### config.mk
export PLATFORM = sky130hd
export DESIGN_NAME = sfrs_top
export DESIGN_NICKNAME = d
export VERILOG_FILES = /design/src/hw/sfrs_pkg.sv /design/src/hw/sfrs_top.sv /design/src/hw/sfrs_sync.sv /design/src/hw/sfrs_timer.sv
export SDC_FILE = /design/constraint.sdc
export NUM_CORES = 1
export LEC_CHECK = 0
export ABC_AREA = 1
export BUFFER_PORTS_ARGS = -buffer_cell sky130_fd_sc_hd__buf_2
export CELL_PAD_IN_SITES_DETAIL_PLACEMENT = 0
export CELL_PAD_IN_SITES_GLOBAL_PLACEMENT = 2
export CORE_MARGIN = 10
export CORE_UTILIZATION = 30
export DETAILED_ROUTE_END_ITERATION = 16
export HOLD_SLACK_MARGIN = 0.02
export PLACE_DENSITY_LB_ADDON = 0.1
export SETUP_SLACK_MARGIN = 0.02
export SYNTH_ARGS = -nofsm -noshare
export SYNTH_HDL_FRONTEND = slang
export SYNTH_SLANG_ARGS = --single-unit
### constraint.sdc
create_clock -name clk_i -period 5.63 [get_ports clk_i]
set_input_delay 0.8445 -clock clk_i [delete_from_list [all_inputs] [get_ports clk_i]]
set_output_delay 0.8445 -clock clk_i [all_outputs]
set_load 0.1 [all_outputs]
### src/hw/sfrs_pkg.sv
// shared constants and types of the supply-fail reset sequencer
`default_nettype none
package sfrs_pkg;
    localparam int unsigned CLK_MHZ            = 100;
    localparam int unsigned OSC_SETTLE_US_DFLT = 100;
    localparam int unsigned TMR_W              = 24;
    localparam logic [23:0] EXT_REL_CYC        = 24'h000004;
    localparam logic [1:0]  FILT_TICKS         = 2'h2;
    localparam logic [1:0]  CHK_LAST           = 2'h2;
    localparam logic [23:0] IVL_CONT           = 24'h000001;
    localparam logic [23:0] IVL_2E11           = 24'h000800;
    localparam logic [23:0] IVL_2E12           = 24'h001000;
    localparam logic [23:0] IVL_2E13           = 24'h002000;
    localparam logic [15:0] UROM_VEC           = 16'h8000;
    localparam logic [15:0] RESET_VEC          = 16'h0000;
    localparam logic [11:0] CTRL_OFF           = 12'h000;
    localparam logic [11:0] STAT_OFF           = 12'h004;
    localparam int          CTRL_MONOFF_BIT    = 0;
    localparam int          CTRL_IVL_LSB       = 1;
    localparam int          CTRL_PRIO_LSB      = 4;
    localparam int          STAT_WARN_BIT      = 0;
    localparam int          STAT_PFR_BIT       = 1;
    localparam int          STAT_STATE_LSB     = 4;
    localparam int          STAT_RST_OK_BIT    = 8;
    localparam int          STAT_WARN_OK_BIT   = 9;
    localparam logic        MONOFF_RST         = 1'b1;
    localparam logic [1:0]  IVL_RST            = 2'h0;
    localparam logic [3:0]  PRIO_RST           = 4'h0;
    typedef enum logic [2:0] {
        ST_OFF    = 3'h0,
        ST_PFRST  = 3'h1,
        ST_CHECK  = 3'h3,
        ST_SETTLE = 3'h2,
        ST_RUN    = 3'h6,
        ST_STOP   = 3'h7,
        ST_EXTRST = 3'h4
    } sfrs_state_e;
endpackage
`default_nettype wire

### src/hw/sfrs_top.sv
// supply-fail reset sequencer: state machine, monitor filter and apb registers
`default_nettype none
module sfrs_top #(
    parameter int unsigned OSC_SETTLE_US = sfrs_pkg::OSC_SETTLE_US_DFLT
) (
    input  wire logic        clk_i,
    input  wire logic        srst_i,
    input  wire logic        por_ok_i,
    input  wire logic        rst_ok_i,
    input  wire logic        warn_ok_i,
    input  wire logic        ring_clk_i,
    input  wire logic        ext_rst_i,
    input  wire logic        stop_req_i,
    input  wire logic        wake_irq_i,
    input  wire logic [3:0]  wake_prio_i,
    input  wire logic        psel,
    input  wire logic        penable,
    input  wire logic        pwrite,
    input  wire logic [11:0] paddr,
    input  wire logic [31:0] pwdata,
    output logic [31:0]      prdata,
    output logic             pready,
    output logic             pslverr,
    output logic             cpu_rst_o,
    output logic             reg_en_o,
    output logic             osc_en_o,
    output logic             mon_en_o,
    output logic             sram_ret_o,
    output logic             stop_exit_o,
    output logic             take_warn_o,
    output logic             supply_warn_irq_flag_o,
    output logic [15:0]      boot_addr_o
);
    localparam logic [23:0] SETTLE_CYC = 24'(OSC_SETTLE_US * sfrs_pkg::CLK_MHZ);

    function automatic logic [23:0] ivl_ticks(input logic [1:0] sel);
        unique case (sel)
            2'h0: ivl_ticks = sfrs_pkg::IVL_CONT;
            2'h1: ivl_ticks = sfrs_pkg::IVL_2E11;
            2'h2: ivl_ticks = sfrs_pkg::IVL_2E12;
            2'h3: ivl_ticks = sfrs_pkg::IVL_2E13;
        endcase
    endfunction

    sfrs_pkg::sfrs_state_e state_q, state_d;
    logic [3:0]  sync_s;
    logic        por_ok_s, rst_ok_s, warn_ok_s, ring_s, ring_d1_q, ring_tick;
    logic [1:0]  rst_lo_q, warn_lo_q, chk_cnt_q;
    logic        chk_win_q, rst_fail, warn_fail;
    logic        monoff_q, wake_q, wake_exit_q, pf_boot_q, stop_exit_q, take_warn_q;
    logic [1:0]  ivl_q;
    logic [3:0]  warn_prio_q, wake_prio_q;
    logic        warn_flag_q, pfr_flag_q, warn_set, pfr_set;
    logic [15:0] boot_q;
    logic        tmr_load, tmr_tick, tmr_zero, enter;
    logic [23:0] tmr_val;
    logic [31:0] prdata_q;
    logic        apb_wr, ctrl_hit, stat_hit;

    // comparators are asynchronous analog levels
    sfrs_sync #(.W(4)) u_sync (
        .clk_i (clk_i),
        .srst_i(srst_i),
        .d_i   ({ring_clk_i, warn_ok_i, rst_ok_i, por_ok_i}),
        .q_o   (sync_s)
    );
    assign {ring_s, warn_ok_s, rst_ok_s, por_ok_s} = sync_s;

    always_ff @(posedge clk_i) begin
        if (srst_i) begin
            ring_d1_q <= 1'b0;
        end else begin
            ring_d1_q <= ring_s;
        end
    end
    assign ring_tick = ring_s && !ring_d1_q;

    // a single low sample is a dip and is filtered out
    always_ff @(posedge clk_i) begin
        if (srst_i || !mon_en_o) begin
            rst_lo_q  <= 2'h0;
            warn_lo_q <= 2'h0;
        end else if (ring_tick) begin
            rst_lo_q  <= rst_ok_s ? 2'h0 : (rst_lo_q == sfrs_pkg::FILT_TICKS ?
                                            rst_lo_q : rst_lo_q + 2'h1);
            warn_lo_q <= warn_ok_s ? 2'h0 : (warn_lo_q == sfrs_pkg::FILT_TICKS ?
                                             warn_lo_q : warn_lo_q + 2'h1);
        end
    end
    assign rst_fail  = (rst_lo_q == sfrs_pkg::FILT_TICKS);
    assign warn_fail = (warn_lo_q == sfrs_pkg::FILT_TICKS);

    always_comb begin
        state_d = state_q;
        unique case (state_q)
            sfrs_pkg::ST_OFF: begin
                state_d = sfrs_pkg::ST_PFRST;
            end
            sfrs_pkg::ST_PFRST: begin
                if (tmr_zero) state_d = sfrs_pkg::ST_CHECK;
            end
            sfrs_pkg::ST_CHECK: begin
                if (ring_tick && rst_ok_s && chk_cnt_q == sfrs_pkg::CHK_LAST) begin
                    state_d = sfrs_pkg::ST_SETTLE;
                end else if (ring_tick && !rst_ok_s && (chk_cnt_q != 2'h0 || chk_win_q)) begin
                    state_d = sfrs_pkg::ST_PFRST;
                end
            end
            sfrs_pkg::ST_SETTLE: begin
                if (tmr_zero) state_d = sfrs_pkg::ST_RUN;
            end
            sfrs_pkg::ST_RUN: begin
                if (ext_rst_i) state_d = sfrs_pkg::ST_EXTRST;
                else if (rst_fail) state_d = sfrs_pkg::ST_PFRST;
                else if (stop_req_i && rst_ok_s) state_d = sfrs_pkg::ST_STOP;
            end
            sfrs_pkg::ST_EXTRST: begin
                if (rst_fail) state_d = sfrs_pkg::ST_PFRST;
                else if (!ext_rst_i && tmr_zero) state_d = sfrs_pkg::ST_RUN;
            end
            sfrs_pkg::ST_STOP: begin
                if (wake_q && ring_tick) begin
                    state_d = rst_ok_s ? sfrs_pkg::ST_SETTLE : sfrs_pkg::ST_PFRST;
                end else if (!monoff_q && rst_fail) begin
                    state_d = sfrs_pkg::ST_PFRST;
                end else if (!monoff_q && warn_fail) begin
                    state_d = sfrs_pkg::ST_SETTLE;
                end
            end
            default: state_d = sfrs_pkg::ST_OFF;
        endcase
        if (!por_ok_s) state_d = sfrs_pkg::ST_OFF;
    end

    always_ff @(posedge clk_i) begin
        if (srst_i) begin
            state_q <= sfrs_pkg::ST_OFF;
        end else begin
            state_q <= state_d;
        end
    end

    // one timer serves the pf-reset, settle and pin-reset states; reloaded on entry and while pin reset holds
    assign enter    = (state_d != state_q);
    assign tmr_load = enter || (state_q == sfrs_pkg::ST_EXTRST && ext_rst_i);
    assign tmr_val  = (state_d == sfrs_pkg::ST_PFRST)  ? ivl_ticks(ivl_q) :
                      (state_d == sfrs_pkg::ST_SETTLE) ? SETTLE_CYC : sfrs_pkg::EXT_REL_CYC;
    assign tmr_tick = (state_q == sfrs_pkg::ST_PFRST) ? ring_tick : 1'b1;

    sfrs_timer u_tmr (
        .clk_i  (clk_i),
        .srst_i (srst_i),
        .load_i (tmr_load),
        .value_i(tmr_val),
        .tick_i (tmr_tick),
        .zero_o (tmr_zero)
    );

    always_ff @(posedge clk_i) begin
        if (srst_i || (enter && state_d == sfrs_pkg::ST_CHECK)) begin
            chk_cnt_q <= 2'h0;
            chk_win_q <= 1'b0;
        end else if (state_q == sfrs_pkg::ST_CHECK && ring_tick) begin
            if (rst_ok_s) chk_cnt_q <= chk_cnt_q + 2'h1;
            else chk_win_q <= 1'b1;
        end
    end

    always_ff @(posedge clk_i) begin
        if (srst_i) begin
            wake_q      <= 1'b0;
            wake_prio_q <= 4'h0;
        end else if (state_q != sfrs_pkg::ST_STOP) begin
            wake_q      <= 1'b0;
            wake_prio_q <= 4'h0;
        end else if (wake_irq_i && !wake_q) begin
            wake_q      <= 1'b1;
            wake_prio_q <= wake_prio_i;
        end
    end

    always_ff @(posedge clk_i) begin
        if (srst_i) begin
            wake_exit_q <= 1'b0;
            pf_boot_q   <= 1'b1;
            take_warn_q <= 1'b0;
            stop_exit_q <= 1'b0;
            boot_q      <= sfrs_pkg::RESET_VEC;
        end else begin
            stop_exit_q <= 1'b0;
            if (enter && state_d == sfrs_pkg::ST_PFRST) begin
                pf_boot_q   <= 1'b1;
                wake_exit_q <= 1'b0; // a cut stop exit must not skip the cpu reset later
            end
            if (enter && state_d == sfrs_pkg::ST_EXTRST) pf_boot_q <= 1'b0;
            if (state_q == sfrs_pkg::ST_STOP && state_d == sfrs_pkg::ST_SETTLE) begin
                wake_exit_q <= 1'b1;
                take_warn_q <= warn_set && (warn_prio_q >= wake_prio_q);
            end
            if (state_d == sfrs_pkg::ST_RUN && enter) begin
                wake_exit_q <= 1'b0;
                stop_exit_q <= wake_exit_q;
                if (!wake_exit_q) begin
                    boot_q    <= pf_boot_q ? sfrs_pkg::UROM_VEC : sfrs_pkg::RESET_VEC;
                    pf_boot_q <= 1'b0;
                end
            end
        end
    end

    // warning in run, or found at a stop exit before the supplies restart
    assign warn_set = (state_q == sfrs_pkg::ST_RUN && warn_fail) ||
                      (state_q == sfrs_pkg::ST_STOP && state_d == sfrs_pkg::ST_SETTLE &&
                       (warn_fail || !warn_ok_s));
    assign pfr_set  = enter && state_d == sfrs_pkg::ST_PFRST;

    assign apb_wr   = psel && penable && pwrite;
    assign ctrl_hit = (paddr == sfrs_pkg::CTRL_OFF);
    assign stat_hit = (paddr == sfrs_pkg::STAT_OFF);

    always_ff @(posedge clk_i) begin
        if (srst_i) begin
            monoff_q    <= sfrs_pkg::MONOFF_RST;
            ivl_q       <= sfrs_pkg::IVL_RST;
            warn_prio_q <= sfrs_pkg::PRIO_RST;
        end else if (apb_wr && ctrl_hit) begin
            monoff_q    <= pwdata[sfrs_pkg::CTRL_MONOFF_BIT];
            ivl_q       <= pwdata[sfrs_pkg::CTRL_IVL_LSB +: 2];
            warn_prio_q <= pwdata[sfrs_pkg::CTRL_PRIO_LSB +: 4];
        end
    end

    // set wins over a write-one clear in the same cycle
    always_ff @(posedge clk_i) begin
        if (srst_i) begin
            warn_flag_q <= 1'b0;
            pfr_flag_q  <= 1'b0;
        end else begin
            warn_flag_q <= warn_set || (warn_flag_q &&
                           !(apb_wr && stat_hit && pwdata[sfrs_pkg::STAT_WARN_BIT]));
            pfr_flag_q  <= pfr_set || (pfr_flag_q &&
                           !(apb_wr && stat_hit && pwdata[sfrs_pkg::STAT_PFR_BIT]));
        end
    end

    // read data prepared in the setup phase so the access needs no wait
    always_ff @(posedge clk_i) begin
        if (srst_i) begin
            prdata_q <= 32'h0;
        end else if (psel && !penable) begin
            prdata_q <= 32'h0;
            if (ctrl_hit) begin
                prdata_q[sfrs_pkg::CTRL_MONOFF_BIT]   <= monoff_q;
                prdata_q[sfrs_pkg::CTRL_IVL_LSB +: 2]  <= ivl_q;
                prdata_q[sfrs_pkg::CTRL_PRIO_LSB +: 4] <= warn_prio_q;
            end else if (stat_hit) begin
                prdata_q[sfrs_pkg::STAT_WARN_BIT]       <= warn_flag_q;
                prdata_q[sfrs_pkg::STAT_PFR_BIT]        <= pfr_flag_q;
                prdata_q[sfrs_pkg::STAT_STATE_LSB +: 3] <= state_q;
                prdata_q[sfrs_pkg::STAT_RST_OK_BIT]     <= rst_ok_s;
                prdata_q[sfrs_pkg::STAT_WARN_OK_BIT]    <= warn_ok_s;
            end
        end
    end

    assign prdata  = prdata_q;
    assign pready  = 1'b1;
    assign pslverr = psel && penable && !(ctrl_hit || stat_hit);

    assign cpu_rst_o  = (state_q == sfrs_pkg::ST_OFF) || (state_q == sfrs_pkg::ST_PFRST) ||
                        (state_q == sfrs_pkg::ST_CHECK) || (state_q == sfrs_pkg::ST_EXTRST) ||
                        (state_q == sfrs_pkg::ST_SETTLE && !wake_exit_q);
    assign reg_en_o   = (state_q == sfrs_pkg::ST_SETTLE) || (state_q == sfrs_pkg::ST_RUN) ||
                        (state_q == sfrs_pkg::ST_EXTRST);
    assign osc_en_o   = reg_en_o;
    assign mon_en_o   = reg_en_o || (state_q == sfrs_pkg::ST_CHECK) ||
                        (state_q == sfrs_pkg::ST_PFRST && ivl_q == 2'h0) ||
                        (state_q == sfrs_pkg::ST_STOP && (!monoff_q || wake_q));
    assign sram_ret_o = (state_q != sfrs_pkg::ST_OFF);
    assign stop_exit_o = stop_exit_q;
    assign take_warn_o = take_warn_q;
    assign supply_warn_irq_flag_o = warn_flag_q;
    assign boot_addr_o = boot_q;

    // helper: cycles spent in the settle state
    logic [23:0] settle_cyc_q;
    always_ff @(posedge clk_i) begin
        if (srst_i || state_q != sfrs_pkg::ST_SETTLE) settle_cyc_q <= 24'h0;
        else settle_cyc_q <= settle_cyc_q + 24'h1;
    end
endmodule
`default_nettype wire

### src/hw/sfrs_sync.sv
// two-flop synchroniser for a group of asynchronous levels
`default_nettype none
module sfrs_sync #(
    parameter int W = 4
) (
    input  wire logic         clk_i,
    input  wire logic         srst_i,
    input  wire logic [W-1:0] d_i,
    output logic      [W-1:0] q_o
);
    logic [W-1:0] meta_q;
    logic [W-1:0] sync_q;

    for (genvar i = 0; i < W; i++) begin : g_bit
        always_ff @(posedge clk_i) begin
            if (srst_i) begin
                meta_q[i] <= 1'b0;
                sync_q[i] <= 1'b0;
            end else begin
                meta_q[i] <= d_i[i];
                sync_q[i] <= meta_q[i];
            end
        end
    end

    assign q_o = sync_q;
endmodule
`default_nettype wire

### src/hw/sfrs_timer.sv
// loadable down counter used for settle, release and sleep intervals
`default_nettype none
module sfrs_timer (
    input  wire logic                       clk_i,
    input  wire logic                       srst_i,
    input  wire logic                       load_i,
    input  wire logic [sfrs_pkg::TMR_W-1:0] value_i,
    input  wire logic                       tick_i,
    output logic                            zero_o
);
    logic [sfrs_pkg::TMR_W-1:0] cnt_q;

    always_ff @(posedge clk_i) begin
        if (srst_i) begin
            cnt_q <= '0;
        end else if (load_i) begin
            cnt_q <= value_i;
        end else if (tick_i && cnt_q != '0) begin
            cnt_q <= cnt_q - 1'b1;
        end
    end

    assign zero_o = (cnt_q == '0);
endmodule
`default_nettype wire

==> metrics.md <==
| Metric | Value |
|---|---|
| Run status | `completed` |
| Initial antenna violation count | `0` |
| Final Cycle Share | `56.5%` |
| Reg clk slew, reported paths | `0.06 ns` |
| Most frequent cells in the layout | `nand2_1 (114), nor2_1 (104), dfxtp_1 (71)` |
| CP Max Fanout | `5` |
| N_diodes | `0` |
| Gate Count Post-Synth | `631` |
| Max Cap Viol | `0` |
| CTS tree | `done` |
| Sw Share | `44.2%` |
| Worst-Skew Late Latency | `0.35 ns` |
| TNS Setup | `0 ns` |
| Post-layout instance area | `4850 µm²` |
| CP Launch Type | `input pin` |
| Rows | `43` |
| CP Data Arrival Time | `2.33 ns` |
| Crit Path Class | `input pin to primary output` |
| Initial Utilization | `30.8%` |
| Htree depth | `3` |
| Synth Area per Inst | `6.80 µm²` |
| DR vias | `3987` |
| Clock Sink Count | `71` |
| CP endpoint kind | `primary output` |
| I/O pin cnt | `118` |
| Final WL | `12.5 mm` |
| Hold Crit Class | `flip-flop to flip-flop` |
| Worst slew margin | `24.7%` |
| PD cells | `457 nW/µm²` |
| Pin count of the biggest net entering global routing | `30` |
| Top post-synthesis cells by area | `dfxtp_1 (33%), nand2_1 (10%), nor2_1 (9.1%)` |
| Peak supply drop | `0.171 mV` |
| Worst hold slack | `0.402 ns` |
| Final Max Slew Viols | `0` |
| Top-area cell type share of the netlist area | `33.1%` |
| Seq pwr share | `30.4%` |
| CTS Root Cell | `clkbuf_16` |
| Static Leak | `2.26 nW` |
| Final core occ | `34.8%` |
| GRT Util Overall | `12.7%` |
| DP Worst Slack | `2.41 ns` |
| I/O Buffers | `53` |
| DR iter-0 viols | `208` |
| DIE WIDTH | `140 µm` |
| Die ar. | `19500 µm²` |
| Warnings, synthesis | `0` |
| Sequential area share after synthesis | `33.1%` |
| Synth-to-Final Area Change | `13.1%` |
| Post-synth top area cell | `dfxtp_1` |
| Clock tree buffer depth | `2` |
| Commonest non-fill, non-tap cell in the layout | `nand2_1` |
| Max Freq | `315 MHz` |
| CP Cell Sequence | `buf_2 > or4_1 > nor2_1 > nand2_1 > inv_1 > nor2_1 > buf_2` |
| Fin crit period | `3.18 ns` |
| Critical path's slowest cell | `or4_1` |
| RD Place Congestion | `0.772` |
| Drc violations | `0` |
| GRT overflow | `0` |
| RSZ-0062 raised after global routing | `no` |
| Clock share of power | `26.4%` |
| # fillers | `1556` |
| Core area | `13900 µm²` |
| CP peak stage delay | `0.55 ns` |
| Post-DP HPWL | `9.59 mm` |
| Vias in the first global route | `3916` |
| CTS Buf Count | `9` |
| First-pass GRT wire length | `20.3 mm` |
| Post-CTS setup buffers | `0` |
| Die Y-Extent | `140 µm` |
| Net Switching | `981 µW` |
| Comb power frac | `43.3%` |
| Dpl cell area | `4550 µm²` |
| Post-Syn Area | `4290 µm²` |
| Measured slew at the worst slew-check pin | `1.13 ns` |
| Final Hold Fails | `0` |
| Req. time, crit path | `4.79 ns` |
| Final Setup Violations | `0` |
| Via/cell ratio | `4.61` |
| Final ANT Viol Nets | `0` |
| Router iterations before antenna repair | `4` |
| Share of layout cells above drive strength 1 | `15.2%` |
| Design Power | `2.22 mW` |
| # nets final | `749` |
| PnR worst setup slack | `2.45 ns` |
| P_int | `1.24 mW` |
| Yosys reg bits | `71` |
| WL/cell | `14.5 µm` |
| Cts hold-fix bufs | `0` |
| Number of cells upsized or downsized after cts | `0` |
| Placed Instances | `848` |
| Synth unique cells | `40` |
| Non-Filler Instances | `864` |
| Final Skew | `0.00712 ns` |
worst paths after layout:
kind | startpoint | end | slack, ns | depth (start not counted)
setup reg to reg | state_q[0]$_SDFF_PP0_ | u_tmr.cnt_q[3]$_SDFFE_PP0P_ | 2.73 | 14
setup / recovery | paddr[9] | pslverr | 2.45 | 7
hold reg to reg | u_sync.meta_q[2]$_SDFF_PP0_ | u_sync.q_o[2]$_SDFF_PP0_ | 0.40 | 2
hold / removal | u_sync.meta_q[2]$_SDFF_PP0_ | u_sync.q_o[2]$_SDFF_PP0_ | 0.40 | 2
power groups by stage:
stage | clock network, mW | registers (mW) | logic [mW]
floorplan | 0 | 0.678 | 0.793
global placement | 0 | 0.684 | 0.959
detailed placement | 0 | 0.685 | 0.961
CTS | 0.603 | 0.674 | 0.967
global route | 0.626 | 0.688 | 1.10
finish | 0.585 | 0.674 | 0.960
state kept, by name, indices dropped and copies added (netlist names), 2 cells and up:
signal and cells:
prdata 9, chk_cnt_q 2, rst_lo_q 2, u_sync.meta_q 4, state_q 3, warn_lo_q 2
warn_prio_q 4, u_sync.q_o 4, wake_prio_q 4, ivl_q 2, u_tmr.cnt_q 24
synthesized netlist by cell type, drive strengths merged:
cell / n
a211oi: 1
ha: 10
nor3b: 1
nand4: 21
a21boi: 1
or2: 1
a21oi: 38
xor2: 9
a31oi: 1
o221ai: 3
clkinv: 1
nor3: 8
nand2: 126
conb: 2
nor4: 5
nand3b: 1
o21a: 3
xnor2: 6
o211ai: 9
o21ai: 23
inv: 77
nor2: 115
buf: 45
or4: 2
clkbuf: 8
a22oi: 1
dfxtp: 71
nand3: 41
o22ai: 1
layer usage:
layer  share of wire (%)  GRT usage [%]  vias to the layer above
met3                 4.7           3.78                        7
met2                  43           19.1                       94
li1                    -              -                     2062
met5                   0              0                        -
met1                  51           17.4                     1824
met4                0.87           2.93                        0
worst max-delay path, delay by kind of cell:
kind | cells | cell delay, ns
buffers and inverters | 3 | 0.57
and+or+nand+nor | 4 | 0.92
logic make-up after synthesis:
group           synth area share (%)
simple gates                    34.7
fa+ha+maj                       2.92
compound gates                  10.6
other cells                    0.175
flops                           33.1
xor+xnor                        3.06
buf+inv                         15.4
area by class of cell:
cell class / count / area, µm² / area share (%)
sequential: 71 / 1420 / 29.3
multi-input combinational: 466 / 2350 / 48.4
clock buffer: 9 / 225 / 4.64
inverter: 78 / 293 / 6.04
clock inverter: 7 / 72.6 / 1.50
tap: 180 / 225 / 4.64
timing repair buffer: 53 / 265 / 5.47
(Power assumes the default switching activity.)
